<file path="src/hpd_map.svh">
// register indices, field positions, reset values and bus codes for the hub power descriptor bank
`ifndef HPD_MAP_SVH
`define HPD_MAP_SVH

// --------------------------------------------------------------------------
// register indices (byte address is four times the index)
// --------------------------------------------------------------------------
`define HPD_IDX_BUS_POWERED_MAX_POWER 8'h0d
`define HPD_IDX_SELFPOWERED_CTRL_CUR 8'h0e
`define HPD_IDX_BUSPOWERED_CTRL_CUR 8'h0f
`define HPD_IDX_PORT_POWER_ON_TIME 8'h10
`define HPD_IDX_LANGUAGE_ID_HIGH 8'h11
`define HPD_IDX_LANGUAGE_ID_LOW 8'h12
`define HPD_IDX_STATUS 8'hf0

// --------------------------------------------------------------------------
// reset values
// --------------------------------------------------------------------------
`define HPD_RST_BUS_POWERED_MAX_POWER 8'hfa
`define HPD_RST_SELFPOWERED_CTRL_CUR 8'h02
`define HPD_RST_BUSPOWERED_CTRL_CUR 8'h64
`define HPD_RST_PORT_POWER_ON_TIME 8'h00
`define HPD_RST_LANGUAGE_ID_HIGH 8'h04
`define HPD_RST_LANGUAGE_ID_LOW 8'h09

// --------------------------------------------------------------------------
// status fields and limits
// --------------------------------------------------------------------------
`define HPD_STAT_SP_OVER_BIT 0
`define HPD_STAT_BAD_ACCESS_BIT 1
`define HPD_SP_CURRENT_LIMIT 8'h64

// --------------------------------------------------------------------------
// bus answer codes and address layout
// --------------------------------------------------------------------------
`define HPD_RESP_OKAY 2'h0
`define HPD_RESP_SLVERR 2'h2
`define HPD_IDX_LSB 2
`define HPD_IDX_TOP 10

`endif

</file>
<file path="src/hpd_pkg.sv">
// types shared by the hub power descriptor bank
package hpd_pkg;

    // ----------------------------------------------------------------------
    // write path states of the bus front end
    // ----------------------------------------------------------------------
    typedef enum logic [1:0] {
        HPD_WR_COLLECT = 2'b00,
        HPD_WR_ISSUE = 2'b01,
        HPD_WR_RESP = 2'b10
    } hpd_wr_e;

    // ----------------------------------------------------------------------
    // front end state
    // ----------------------------------------------------------------------
    typedef struct packed {
        hpd_wr_e wst;
        logic aw_got;
        logic w_got;
        logic [7:0] widx;
        logic waligned;
        logic [7:0] wdata;
        logic wstrb;
        logic awready;
        logic wready;
        logic bvalid;
        logic [1:0] bresp;
        logic arready;
        logic rvalid;
        logic [7:0] rdata;
        logic [1:0] rresp;
    } hpd_axi_s;

    // ----------------------------------------------------------------------
    // register bank state
    // ----------------------------------------------------------------------
    typedef struct packed {
        logic [7:0] bus_power_limit;
        logic [7:0] sp_controller_current;
        logic [7:0] bp_controller_current;
        logic [7:0] port_power_on_time;
        logic [7:0] language_upper_byte;
        logic [7:0] language_lower_byte;
        logic bad_access;
        logic [5:0] touched;
    } hpd_bank_s;

endpackage : hpd_pkg

</file>
<file path="src/hpd_reg_if.sv">
// single-cycle register request path between the bus front end and the bank
`timescale 1ns/1ps
interface hpd_reg_if;
    logic req;
    logic we;
    logic [7:0] idx;
    logic addr_ok;
    logic [7:0] wdata;
    logic wstrb;
    logic [7:0] rdata;
    logic hit;

    modport initiator (output req, output we, output idx, output addr_ok, output wdata, output wstrb,
                       input rdata, input hit);
    modport target (input req, input we, input idx, input addr_ok, input wdata, input wstrb,
                    output rdata, output hit);
endinterface : hpd_reg_if

</file>
<file path="src/hpd_axil_slave.sv">
// axi4-lite slave front end turning bus transfers into single-cycle register requests
`timescale 1ns/1ps
`include "hpd_map.svh"
module hpd_axil_slave #(
    parameter int ADDR_W = 12
) (
    // clock and reset
    input wire logic clk,
    input wire logic arst_n,
    // write address and data
    input wire logic [ADDR_W-1:0] awaddr,
    input wire logic awvalid,
    output logic awready,
    input wire logic [31:0] wdata,
    input wire logic [3:0] wstrb,
    input wire logic wvalid,
    output logic wready,
    // write response
    output logic [1:0] bresp,
    output logic bvalid,
    input wire logic bready,
    // read address and data
    input wire logic [ADDR_W-1:0] araddr,
    input wire logic arvalid,
    output logic arready,
    output logic [31:0] rdata,
    output logic [1:0] rresp,
    output logic rvalid,
    input wire logic rready,
    // bank side
    hpd_reg_if.initiator rif
);

    // ----------------------------------------------------------------------
    // parameter check
    // ----------------------------------------------------------------------
    if (ADDR_W < `HPD_IDX_TOP) begin : g_bad_addr_w
        $error("ADDR_W too small for the register index");
    end

    // ----------------------------------------------------------------------
    // address decode: index plus alignment and range check
    // ----------------------------------------------------------------------
    function automatic logic [8:0] addr_decode(input logic [ADDR_W-1:0] a);
        logic ok;
        ok = (a[1:0] == 2'h0) && ((a >> `HPD_IDX_TOP) == '0);
        return {ok, a[`HPD_IDX_TOP-1:`HPD_IDX_LSB]};
    endfunction : addr_decode

    hpd_pkg::hpd_axi_s q_ff;
    hpd_pkg::hpd_axi_s nxt_q;
    logic ar_take;
    logic [8:0] ar_dec;
    logic [8:0] aw_dec;

    assign ar_dec = addr_decode(araddr);
    assign aw_dec = addr_decode(awaddr);
    // a pending write owns the request path; arready is low then
    assign ar_take = arvalid && q_ff.arready;

    assign rif.req = (q_ff.wst == hpd_pkg::HPD_WR_ISSUE) || ar_take;
    assign rif.we = (q_ff.wst == hpd_pkg::HPD_WR_ISSUE);
    assign rif.idx = rif.we ? q_ff.widx : ar_dec[7:0];
    assign rif.addr_ok = rif.we ? q_ff.waligned : ar_dec[8];
    assign rif.wdata = q_ff.wdata;
    assign rif.wstrb = q_ff.wstrb;

    // ----------------------------------------------------------------------
    // next state
    // ----------------------------------------------------------------------
    always_comb begin
        nxt_q = q_ff;
        case (q_ff.wst)
            hpd_pkg::HPD_WR_COLLECT: begin
                if (awvalid && q_ff.awready) begin
                    nxt_q.aw_got = 1'b1;
                    nxt_q.widx = aw_dec[7:0];
                    nxt_q.waligned = aw_dec[8];
                end
                if (wvalid && q_ff.wready) begin
                    nxt_q.w_got = 1'b1;
                    nxt_q.wdata = wdata[7:0];
                    nxt_q.wstrb = wstrb[0];
                end
                if (nxt_q.aw_got && nxt_q.w_got) begin
                    nxt_q.wst = hpd_pkg::HPD_WR_ISSUE;
                end
            end
            hpd_pkg::HPD_WR_ISSUE: begin
                nxt_q.bvalid = 1'b1;
                nxt_q.bresp = rif.hit ? `HPD_RESP_OKAY : `HPD_RESP_SLVERR;
                nxt_q.aw_got = 1'b0;
                nxt_q.w_got = 1'b0;
                nxt_q.wst = hpd_pkg::HPD_WR_RESP;
            end
            hpd_pkg::HPD_WR_RESP: begin
                if (bready) begin
                    nxt_q.bvalid = 1'b0;
                    nxt_q.wst = hpd_pkg::HPD_WR_COLLECT;
                end
            end
            default: begin
                nxt_q.wst = hpd_pkg::HPD_WR_COLLECT;
            end
        endcase
        if (q_ff.rvalid && rready) begin
            nxt_q.rvalid = 1'b0;
        end
        if (ar_take) begin
            nxt_q.rvalid = 1'b1;
            nxt_q.rdata = rif.hit ? rif.rdata : 8'h00;
            nxt_q.rresp = rif.hit ? `HPD_RESP_OKAY : `HPD_RESP_SLVERR;
        end
        nxt_q.awready = (nxt_q.wst == hpd_pkg::HPD_WR_COLLECT) && !nxt_q.aw_got;
        nxt_q.wready = (nxt_q.wst == hpd_pkg::HPD_WR_COLLECT) && !nxt_q.w_got;
        nxt_q.arready = !nxt_q.rvalid && (nxt_q.wst != hpd_pkg::HPD_WR_ISSUE);
    end

    always_ff @(posedge clk or negedge arst_n) begin
        if (!arst_n) begin
            q_ff <= '0;
        end else begin
            q_ff <= nxt_q;
        end
    end

    assign awready = q_ff.awready;
    assign wready = q_ff.wready;
    assign bvalid = q_ff.bvalid;
    assign bresp = q_ff.bresp;
    assign arready = q_ff.arready;
    assign rvalid = q_ff.rvalid;
    assign rresp = q_ff.rresp;
    assign rdata = {24'h000000, q_ff.rdata};

endmodule : hpd_axil_slave

</file>
<file path="src/hpd_power_desc_regs.sv">
// hub power descriptor configuration bank with axi4-lite access
//
// Behaviour
// bus-powered max power: 8 bits, 2 mA units, resets to 0xfa (500 mA).
// software includes silicon, board and zero-reporting embedded peripheral in that value.
// self-powered controller current: 8 bits, 1 mA units, resets to 0x02.
// software excludes attached peripheral from self-powered controller current.
// bus-powered controller current: 8 bits, 1 mA units, resets to 0x64.
// software includes silicon and board, excludes attached peripheral, in bus-powered current.
// software keeps self-powered controller current at or below 100 mA.
// power-on time: 8 bits, 2 ms units, port power start to good, resets 0x00.
// power-on time drives only the descriptor power-on-to-good field.
// software sets power-on time zero without switch, maximum with serial-controlled switch.
// language id high supplies upper byte of 16-bit id, resets to 0x04.
// language id low supplies lower byte, resets to 0x09, giving 0x0409.
// each register keeps its default until written, then presents written value unchanged.
//
// Added by the designer: register access over AXI4-Lite.
`timescale 1ns/1ps
`include "hpd_map.svh"
module hpd_power_desc_regs #(
    parameter int ADDR_W = 12
) (
    // clock and reset
    input wire logic CLOCK,
    input wire logic ARST_N,
    // axi4-lite write address and data
    input wire logic [ADDR_W-1:0] S_AXI_AWADDR,
    input wire logic [2:0] S_AXI_AWPROT,
    input wire logic S_AXI_AWVALID,
    output logic S_AXI_AWREADY,
    input wire logic [31:0] S_AXI_WDATA,
    input wire logic [3:0] S_AXI_WSTRB,
    input wire logic S_AXI_WVALID,
    output logic S_AXI_WREADY,
    // axi4-lite write response
    output logic [1:0] S_AXI_BRESP,
    output logic S_AXI_BVALID,
    input wire logic S_AXI_BREADY,
    // axi4-lite read
    input wire logic [ADDR_W-1:0] S_AXI_ARADDR,
    input wire logic [2:0] S_AXI_ARPROT,
    input wire logic S_AXI_ARVALID,
    output logic S_AXI_ARREADY,
    output logic [31:0] S_AXI_RDATA,
    output logic [1:0] S_AXI_RRESP,
    output logic S_AXI_RVALID,
    input wire logic S_AXI_RREADY,
    // descriptor values
    output logic [7:0] BUS_POWER_LIMIT_FIELD,
    output logic [7:0] SP_CONTROLLER_CURRENT_FIELD,
    output logic [7:0] BP_CONTROLLER_CURRENT_FIELD,
    output logic [7:0] PWR_ON_TO_PWR_GOOD,
    output logic [15:0] LANGUAGE_ID
);

    // ----------------------------------------------------------------------
    // parameter check
    // ----------------------------------------------------------------------
    if (ADDR_W < `HPD_IDX_TOP) begin : g_bad_addr_w
        $error("ADDR_W too small for the register index");
    end

    // ----------------------------------------------------------------------
    // bus front end
    // ----------------------------------------------------------------------
    hpd_reg_if rif ();

    hpd_axil_slave #(
        .ADDR_W(ADDR_W)
    ) u_axil (
        .clk(CLOCK),
        .arst_n(ARST_N),
        .awaddr(S_AXI_AWADDR),
        .awvalid(S_AXI_AWVALID),
        .awready(S_AXI_AWREADY),
        .wdata(S_AXI_WDATA),
        .wstrb(S_AXI_WSTRB),
        .wvalid(S_AXI_WVALID),
        .wready(S_AXI_WREADY),
        .bresp(S_AXI_BRESP),
        .bvalid(S_AXI_BVALID),
        .bready(S_AXI_BREADY),
        .araddr(S_AXI_ARADDR),
        .arvalid(S_AXI_ARVALID),
        .arready(S_AXI_ARREADY),
        .rdata(S_AXI_RDATA),
        .rresp(S_AXI_RRESP),
        .rvalid(S_AXI_RVALID),
        .rready(S_AXI_RREADY),
        .rif(rif.initiator)
    );

    // ----------------------------------------------------------------------
    // decode and read mux
    // ----------------------------------------------------------------------
    hpd_pkg::hpd_bank_s q_ff;
    hpd_pkg::hpd_bank_s nxt_q;
    logic [6:0] sel;
    logic wr_go;
    logic sp_over;

    // one-hot select: six config bytes then status; alignment failure selects nothing
    function automatic logic [6:0] reg_select(input logic [7:0] idx, input logic ok);
        logic [6:0] s;
        s = 7'h00;
        if (ok) begin
            case (idx)
                `HPD_IDX_BUS_POWERED_MAX_POWER: s = 7'h01;
                `HPD_IDX_SELFPOWERED_CTRL_CUR: s = 7'h02;
                `HPD_IDX_BUSPOWERED_CTRL_CUR: s = 7'h04;
                `HPD_IDX_PORT_POWER_ON_TIME: s = 7'h08;
                `HPD_IDX_LANGUAGE_ID_HIGH: s = 7'h10;
                `HPD_IDX_LANGUAGE_ID_LOW: s = 7'h20;
                `HPD_IDX_STATUS: s = 7'h40;
                default: s = 7'h00;
            endcase
        end
        return s;
    endfunction : reg_select

    assign sel = reg_select(rif.idx, rif.addr_ok);
    assign rif.hit = |sel;
    // a write with byte lane 0 off is accepted but leaves the bytes alone
    assign wr_go = rif.req && rif.we && rif.wstrb;
    // software is not meant to exceed the limit; the bank only reports it
    assign sp_over = q_ff.sp_controller_current > `HPD_SP_CURRENT_LIMIT;

    always_comb begin
        rif.rdata = 8'h00;
        case (sel)
            7'h01: rif.rdata = q_ff.bus_power_limit;
            7'h02: rif.rdata = q_ff.sp_controller_current;
            7'h04: rif.rdata = q_ff.bp_controller_current;
            7'h08: rif.rdata = q_ff.port_power_on_time;
            7'h10: rif.rdata = q_ff.language_upper_byte;
            7'h20: rif.rdata = q_ff.language_lower_byte;
            7'h40: begin
                rif.rdata[`HPD_STAT_SP_OVER_BIT] = sp_over;
                rif.rdata[`HPD_STAT_BAD_ACCESS_BIT] = q_ff.bad_access;
            end
            default: rif.rdata = 8'h00;
        endcase
    end

    // ----------------------------------------------------------------------
    // register bank
    // ----------------------------------------------------------------------
    always_comb begin
        nxt_q = q_ff;
        if (wr_go && sel[0]) begin
            nxt_q.bus_power_limit = rif.wdata;
        end
        if (wr_go && sel[1]) begin
            nxt_q.sp_controller_current = rif.wdata;
        end
        if (wr_go && sel[2]) begin
            nxt_q.bp_controller_current = rif.wdata;
        end
        if (wr_go && sel[3]) begin
            nxt_q.port_power_on_time = rif.wdata;
        end
        if (wr_go && sel[4]) begin
            nxt_q.language_upper_byte = rif.wdata;
        end
        if (wr_go && sel[5]) begin
            nxt_q.language_lower_byte = rif.wdata;
        end
        if (wr_go) begin
            nxt_q.touched = q_ff.touched | sel[5:0];
        end
        // write-one clears; a new bad access in the same cycle wins
        if (wr_go && sel[6] && rif.wdata[`HPD_STAT_BAD_ACCESS_BIT]) begin
            nxt_q.bad_access = 1'b0;
        end
        if (rif.req && !rif.hit) begin
            nxt_q.bad_access = 1'b1;
        end
    end

    always_ff @(posedge CLOCK or negedge ARST_N) begin
        if (!ARST_N) begin
            q_ff.bus_power_limit <= `HPD_RST_BUS_POWERED_MAX_POWER;
            q_ff.sp_controller_current <= `HPD_RST_SELFPOWERED_CTRL_CUR;
            q_ff.bp_controller_current <= `HPD_RST_BUSPOWERED_CTRL_CUR;
            q_ff.port_power_on_time <= `HPD_RST_PORT_POWER_ON_TIME;
            q_ff.language_upper_byte <= `HPD_RST_LANGUAGE_ID_HIGH;
            q_ff.language_lower_byte <= `HPD_RST_LANGUAGE_ID_LOW;
            q_ff.bad_access <= 1'b0;
            q_ff.touched <= 6'h00;
        end else begin
            q_ff <= nxt_q;
        end
    end

    // ----------------------------------------------------------------------
    // descriptor outputs, straight from the bank flops
    // ----------------------------------------------------------------------
    assign BUS_POWER_LIMIT_FIELD = q_ff.bus_power_limit;
    assign SP_CONTROLLER_CURRENT_FIELD = q_ff.sp_controller_current;
    assign BP_CONTROLLER_CURRENT_FIELD = q_ff.bp_controller_current;
    // power-on time feeds only this descriptor field, no port timing here
    assign PWR_ON_TO_PWR_GOOD = q_ff.port_power_on_time;
    assign LANGUAGE_ID = {q_ff.language_upper_byte, q_ff.language_lower_byte};
endmodule : hpd_power_desc_regs

</file>
<file path="config.mk">
export PLATFORM = sky130hd
export DESIGN_NAME = hpd_power_desc_regs
export DESIGN_NICKNAME = d
export VERILOG_FILES = /design/src/hpd_pkg.sv /design/src/hpd_reg_if.sv /design/src/hpd_axil_slave.sv /design/src/hpd_power_desc_regs.sv
export VERILOG_INCLUDE_DIRS = /design/src
export SDC_FILE = /design/constraint.sdc
export NUM_CORES = 1
export LEC_CHECK = 0
export BUFFER_PORTS_ARGS = -buffer_cell sky130_fd_sc_hd__clkbuf_2
export CORE_MARGIN = 3
export CORE_UTILIZATION = 56
export CTS_BUF_LIST = sky130_fd_sc_hd__clkbuf_8
export CTS_CLUSTER_SIZE = 40
export DETAILED_ROUTE_END_ITERATION = 7
export PLACE_DENSITY = 0.9
export SLEW_MARGIN = 20
export SYNTH_ARGS = -nofsm -noshare
export SYNTH_HDL_FRONTEND = slang
export SYNTH_SLANG_ARGS = --single-unit
</file>
<file path="constraint.sdc">
create_clock -name CLOCK -period 4.1 [get_ports CLOCK]
set_input_delay 0.615 -clock CLOCK [delete_from_list [all_inputs] [get_ports CLOCK]]
set_output_delay 0.615 -clock CLOCK [all_outputs]
set_load 0.005 [all_outputs]
</file>
Word level (Yosys, flattened, before mapping)
Cells that the tools add are included.
{"block": "op_classes", "magnitude_cmp": 1, "eq_ne": 18, "n_reduce_logical": 38, "muxes": 22}
{"operator": "case mux 7 bit (7 select lines)", "n": 1}
{"operator": "case mux 6 bit (6 select lines)", "n": 1}
{"operator": "== test 8 x 4 -> 1 bit (second input constant)", "n": 3}
{"operator": "== test 8 x 5 -> 1 bit (second input constant)", "n": 3}
{"operator": "logical NOT 12 bit", "n": 2}
{"operator": "logical AND 1 bit", "n": 21}
{"operator": "two-way mux 8 bit", "n": 2}
{"operator": "case mux 2 bit (7 select lines)", "n": 1}
{"operator": "two-way mux 11 bit", "n": 1}
{"operator": "two-way mux 1 bit", "n": 9}
{"operator": "== test 8 bit (second input constant)", "n": 1}
{"operator": "> comparator 8 x 7 -> 1 bit (second input constant)", "n": 1}
{"operator": "logical NOT 2 bit", "n": 4}
{"operator": "== test 7 x 1 -> 1 bit (second input constant)", "n": 1}
{"operator": "== test 7 x 2 -> 1 bit (second input constant)", "n": 1}
{"operator": "== test 7 x 3 -> 1 bit (second input constant)", "n": 1}
{"operator": "== test 7 x 4 -> 1 bit (second input constant)", "n": 1}
{"operator": "== test 7 x 5 -> 1 bit (second input constant)", "n": 1}
{"operator": "== test 7 x 6 -> 1 bit (second input constant)", "n": 1}
{"operator": "== test 7 bit (second input constant)", "n": 1}
{"operator": "two-way mux 7 bit", "n": 1}
{"operator": "OR reduction 7 bit", "n": 1}
{"operator": "two-way mux 2 bit", "n": 3}
{"operator": "case mux 2 bit (3 select lines)", "n": 1}
{"operator": "10 further kinds", "n": 16}
{"block": "word_totals", "inputBits": 73, "output_inout_bits": 89, "regBits": 88}

Logic depth before layout (Yosys ltp)
{"block": "depth", "ltp_word": 11, "depth_mapped": 7}

Hierarchy
Synthesis repeated with hierarchy kept, for this count alone.
{"block": "hier_totals", "hier_cells": 431, "area_unflattened_um2": 4725.8}
{"module": "hpd_power_desc_regs", "seq_area_each_um2": 1242.4, "area_each_um2": 2791.4, "instances": 1, "cells_per_inst": 239}
{"module": "hpd_axil_slave", "seq_area_each_um2": 925.9, "area_each_um2": 1934.4, "instances": 1, "cells_per_inst": 192}

Worst setup path before layout
No wires, ideal clock.
{"block": "synth_timing", "path_kind": "input to register", "start": "in S_AXI_ARADDR[1]", "end": "reg q_ff, in the netlist LANGUAGE_ID[11]", "path_buffers": 1, "setup_slack_ps": 1860, "cell_stages": 6, "setup_ps": 125, "required_ps": 3975, "arrival_time_ps": 2115, "cell_sequence": "nor4_2 nand3_1 a21o_1 buf_2 nor3b_4 mux2_2"}
{"block": "synth_via", "elab_chain_len": 5}
{"item": "start: declaration", "line": "hpd_power_desc_regs.sv:41", "source": "input wire logic [ADDR_W-1:0] S_AXI_ARADDR,"}
{"item": "logical NOT 2 bit", "line": "hpd_axil_slave.sv:46", "source": "ok = (a[1:0] == 2'h0) && ((a >> `HPD_IDX_TOP) == '0);"}
{"item": "logical AND 1 bit", "line": "hpd_axil_slave.sv:46"}
{"item": "two-way mux 1 bit", "line": "hpd_axil_slave.sv:64", "source": "assign rif.addr_ok = rif.we ? q_ff.waligned : ar_dec[8];"}
{"item": "two-way mux 7 bit", "line": "hpd_power_desc_regs.sv:107", "source": "if (ok) begin"}
{"item": "logical AND 1 bit", "line": "hpd_power_desc_regs.sv:163", "source": "if (wr_go && sel[4]) begin"}
{"item": "end signal: assignment", "line": "hpd_power_desc_regs.sv:192", "source": "q_ff <= nxt_q;"}
{"item": "end: declaration", "line": "hpd_power_desc_regs.sv:97", "source": "hpd_pkg::hpd_bank_s q_ff;"}
Every way passes these cells.
A chain may end at the register's enable or synchronous reset.

Worst setup path after layout
{"block": "layout_timing", "start": "reg u_axil.q_ff[37] in the netlist's numbering", "end": "reg q_ff, in the netlist LANGUAGE_ID[6]"}
{"block": "layout_via", "elab_chain_len": 6, "word_cells_on_any_way": 16, "cone_classes": "eq/ne (8); mux (4); reduce/logical (4)"}
{"item": "start: declaration", "line": "hpd_axil_slave.sv:50", "source": "hpd_pkg::hpd_axi_s q_ff;"}
{"item": "start signal: assignment", "line": "hpd_axil_slave.sv:123", "source": "q_ff <= nxt_q;"}
{"item": "== test 2 x 1 -> 1 bit (*)", "line": "hpd_axil_slave.sv:61, hpd_axil_slave.sv:62"}
{"item": "two-way mux 8 bit", "line": "hpd_axil_slave.sv:63", "source": "assign rif.idx = rif.we ? q_ff.widx : ar_dec[7:0];"}
{"item": "== test 8 bit, or another cell as far along", "line": "hpd_power_desc_regs.sv:108", "source": "case (idx)"}
{"item": "case mux 7 bit (7 select lines)", "line": "hpd_power_desc_regs.sv:108"}
{"item": "two-way mux 7 bit", "line": "hpd_power_desc_regs.sv:107"}
{"item": "logical AND 1 bit (*)", "line": "hpd_power_desc_regs.sv:166", "source": "if (wr_go && sel[5]) begin"}
Mark *: on every way between the ends. The rest lies on a longest branch, timed or not.

==> impl_metrics.env <==
export IMPL_status="complete, no violations"
export IMPL_drt_iter0_markers=286
export IMPL_setup_viol=0
export IMPL_regArea_um2=2168
export IMPL_max_cap_violations=0
export IMPL_rows=32
export IMPL_crit_path_max_fanout=13
export IMPL_pwr_share_comb_pct=24.4
export IMPL_die_width_um=96.46
export IMPL_clk_latency_ns=0.36
export IMPL_core_um2=7848
export IMPL_multi_input_area_um2=1799
export IMPL_grt_pass1_wl_mm=15.84
export IMPL_worst_clock_skew_ns=0.01509
export IMPL_design_area_um2=4867
export IMPL_cts_repair_resized=0
export IMPL_port_buffers=102
export IMPL_min_period_ns=2.913
export IMPL_fill_cells=584
export IMPL_wl_per_cell_um=19.05
export IMPL_synthArstFlopShare_pct=100.0
export IMPL_critPathKind="reg2reg"
export IMPL_synth_seq_area_share_pct=47.32
export IMPL_synth_cell_type_count=50
export IMPL_hpwl_mm=7.094
export IMPL_post_route_period_util_pct=71.05
export IMPL_nets=498
export IMPL_worstPathCellList="nor2b_1 > nand3_1 > a21o_1 > nor3b_4 > mux2_2"
export IMPL_yosys_warnings=0
export IMPL_final_layout_size_suffix_gt1_share_pct=50.23
export IMPL_hold_viol=0
export IMPL_cts_buffers=9
export IMPL_grt_max_degree=87
export IMPL_drc=0
export IMPL_io_pins=162
export IMPL_gp_congestion=0.7993
export IMPL_cts_tree="yes"
export IMPL_first_global_vias=3097
export IMPL_synth_edf_count=0
export IMPL_cp_required_ns=4.34
export IMPL_antenna_found_initial=0
export IMPL_p_switching_uw=833.5
export IMPL_viasPerCell=5.769
export IMPL_diodes=0
export IMPL_seq_power_share_pct=50.4
export IMPL_cp_data_arrival_time_ns=3.16
export IMPL_slew_viol_final=0
export IMPL_drtAntennaViolNets=0
export IMPL_p_clk_share_pct=25.2
export IMPL_final_cell_mix="clkbuf_2 (101), dfrtp_1 (73), mux2_2 (61)"
export IMPL_clkTransAtPathRegs_ns=0.08
export IMPL_rsz0062_at_grt="false"
export IMPL_syn_inst=378
export IMPL_initial_core_util_pct=58.39
export IMPL_crit_path_start_kind="flip-flop"
export IMPL_die_area_um2=9304
export IMPL_timing_fmax_ghz=0.3433
export IMPL_syn_area_um2=4582
export IMPL_wirelength_mm=10.13
export IMPL_root_buffer="clkbuf_8"
export IMPL_drt_first_pass_iters=6
export IMPL_grt_overflow=0
export IMPL_cp_slowest_cell="nor3b_4"
export IMPL_htree_levels=3
export IMPL_p_int_mw=1.637
export IMPL_die_height_um=96.46
export IMPL_tightest_slew_ns=1.011
export IMPL_syn_avg_cell_area_um2=12.12
export IMPL_cts_path_max_buffers=2
export IMPL_track_usage_pct=22.72
export IMPL_cts_setup_buffers=0
export IMPL_vias=3069
export IMPL_final_common_cell="clkbuf_2"
export IMPL_post_route_util_pct=62.02
export IMPL_tns_ns=0
export IMPL_area_growth_pct=6.226
export IMPL_peakVddDrop_uv=309.5
export IMPL_end_kind="flip-flop"
export IMPL_worstHoldPathType="in2async"
export IMPL_clock_sinks=86
export IMPL_cts_hold_buf=0
export IMPL_max_slew_margin_rel_pct=32.22
export IMPL_synthFlopType="dfrtp_1"
export IMPL_p_leak_nw=2.380
export IMPL_sw_frac_of_total_pct=33.74
export IMPL_power_density_nw_per_um2=507.6
export IMPL_ys_ff_latch=86
export IMPL_place_area_um2=4653
export IMPL_critical_path_max_stage_delay_ns=0.59
-- through the flow --
| stage | total power [mW] | std cells | worst slack, ns | hold WS [ns] |
|---|---|---|---|---|
| global route | 2.602 | 532 | 1.003 | 0.3711 |
| CTS | 2.472 | 532 | 1.241 | 0.4782 |
| floorplan | 1.690 | 403 | 1.860 | 0.3194 |
| finish | 2.471 | 532 | 1.187 | 0.2932 |
| global placement | 1.812 | 516 | 1.311 | 0.4638 |
| detailed placement | 1.856 | 516 | 1.263 | 0.4967 |
-- power groups by stage --
| stage | Combinational (mW) | Sequential, mW | Clock [mW] |
|---|---|---|---|
| 6_report | 0.604 | 1.24 | 0.622 |
| 5_1_grt | 0.665 | 1.28 | 0.659 |
| 4_1_cts | 0.606 | 1.24 | 0.624 |
| 3_5_place_dp | 0.599 | 1.26 | 0 |
| 3_3_place_gp | 0.569 | 1.24 | 0 |
| 2_1_floorplan | 0.509 | 1.18 | 0 |
-- state kept, by name, indices dropped and copies added, names as in the netlist, 8 cells and up --
name,count
BP_CONTROLLER_CURRENT_FIELD,8
SP_CONTROLLER_CURRENT_FIELD,8
BUS_POWER_LIMIT_FIELD,8
LANGUAGE_ID,16
u_axil.rif.wdata,8
PWR_ON_TO_PWR_GOOD,8
u_axil.rdata,8
u_axil.q_ff,13
-- synthesized netlist by cell type, types with 4 or more instances --
| cell type | n | share of area (%) |
|---|---|---|
| buf_4 | 86 | 14 |
| dfrtp_1 | 73 | 40 |
| mux2_2 | 61 | 15 |
| nor2_1 | 14 | 1.1 |
| dfstp_2 | 13 | 7.5 |
| nand2_1 | 12 | 0.98 |
| a22oi_1 | 9 | 1.5 |
| a21oi_1 | 8 | 0.87 |
| a222oi_1 | 7 | 1.5 |
| nand3_1 | 7 | 0.76 |
| o21ai_0 | 7 | 0.76 |
| o2bb2ai_1 | 6 | 1.1 |
| buf_2 | 5 | 0.55 |
| mux2_1 | 5 | 1.2 |
| o221a_2 | 5 | 1.2 |
| a21o_1 | 4 | 0.66 |
| inv_1 | 4 | 0.33 |
| nand4_4 | 4 | 1.9 |
-- final timing paths --
path | startpoint | end | slack, ns | cells past startpoint
setup / recovery | u_axil.q_ff[37]$_DFF_PN0_ | LANGUAGE_ID[6]$_DFFE_PN0P_ | 1.19 | 5
hold / removal | ARST_N | u_axil.q_ff[34]$_DFFE_PN0P_ | 0.29 | 1
setup reg to reg | u_axil.q_ff[37]$_DFF_PN0_ | LANGUAGE_ID[6]$_DFFE_PN0P_ | 1.19 | 5
hold reg to reg | u_axil.bresp[1]$_DFFE_PN0P_ | u_axil.bresp[1]$_DFFE_PN0P_ | 0.51 | 2
max in group asynchronous | ARST_N | BP_CONTROLLER_CURRENT_FIELD[1]$_DFFE_PN0P_ | 3.27 | 1
min in group CLOCK | S_AXI_WDATA[0] | u_axil.rif.wdata[0]$_DFFE_PN0P_ | 0.49 | 2
-- per-layer routing --
layer	GRT usage [%]	vias up	wire length, µm
met4	8.294	0	212
met2	36.90	155	5077
met5	0	-	0
met1	29.89	1529	4044
li1	-	1364	-
met3	5.267	21	798
-- critical path, delay by kind of cell, from the launching register on --
kind | cells | cell delay, ns
AOI/OAI and AO/OA | 1 | 0.43
DFF | 1 | 0.58
muxes | 1 | 0.40
and+or+nand+nor | 3 | 1.38
-- kinds of logic (layout without fill, tap and decap cells) --
kind of cell | after synthesis | after routing | synth area share, %
buffers and inverters | 99 | 126 | 15.46
DFF | 86 | 86 | 47.32
muxes | 68 | 68 | 16.66
and+or+nand+nor | 63 | 63 | 9.640
AOI/OAI and AO/OA | 61 | 61 | 10.84
other | 1 | 26 | 0.08184
-- layout make-up --
type                       count  share of cell area [%]
clock inverter                 5                   1.208
inverter                       4                  0.3085
timing repair buffer         106                   11.23
multi-input combinational    218                   36.97
clock buffer                  11                   3.111
sequential                    86                   44.55
tap                          102                   2.622
Note: power is estimated with default switching activity, not from simulation.
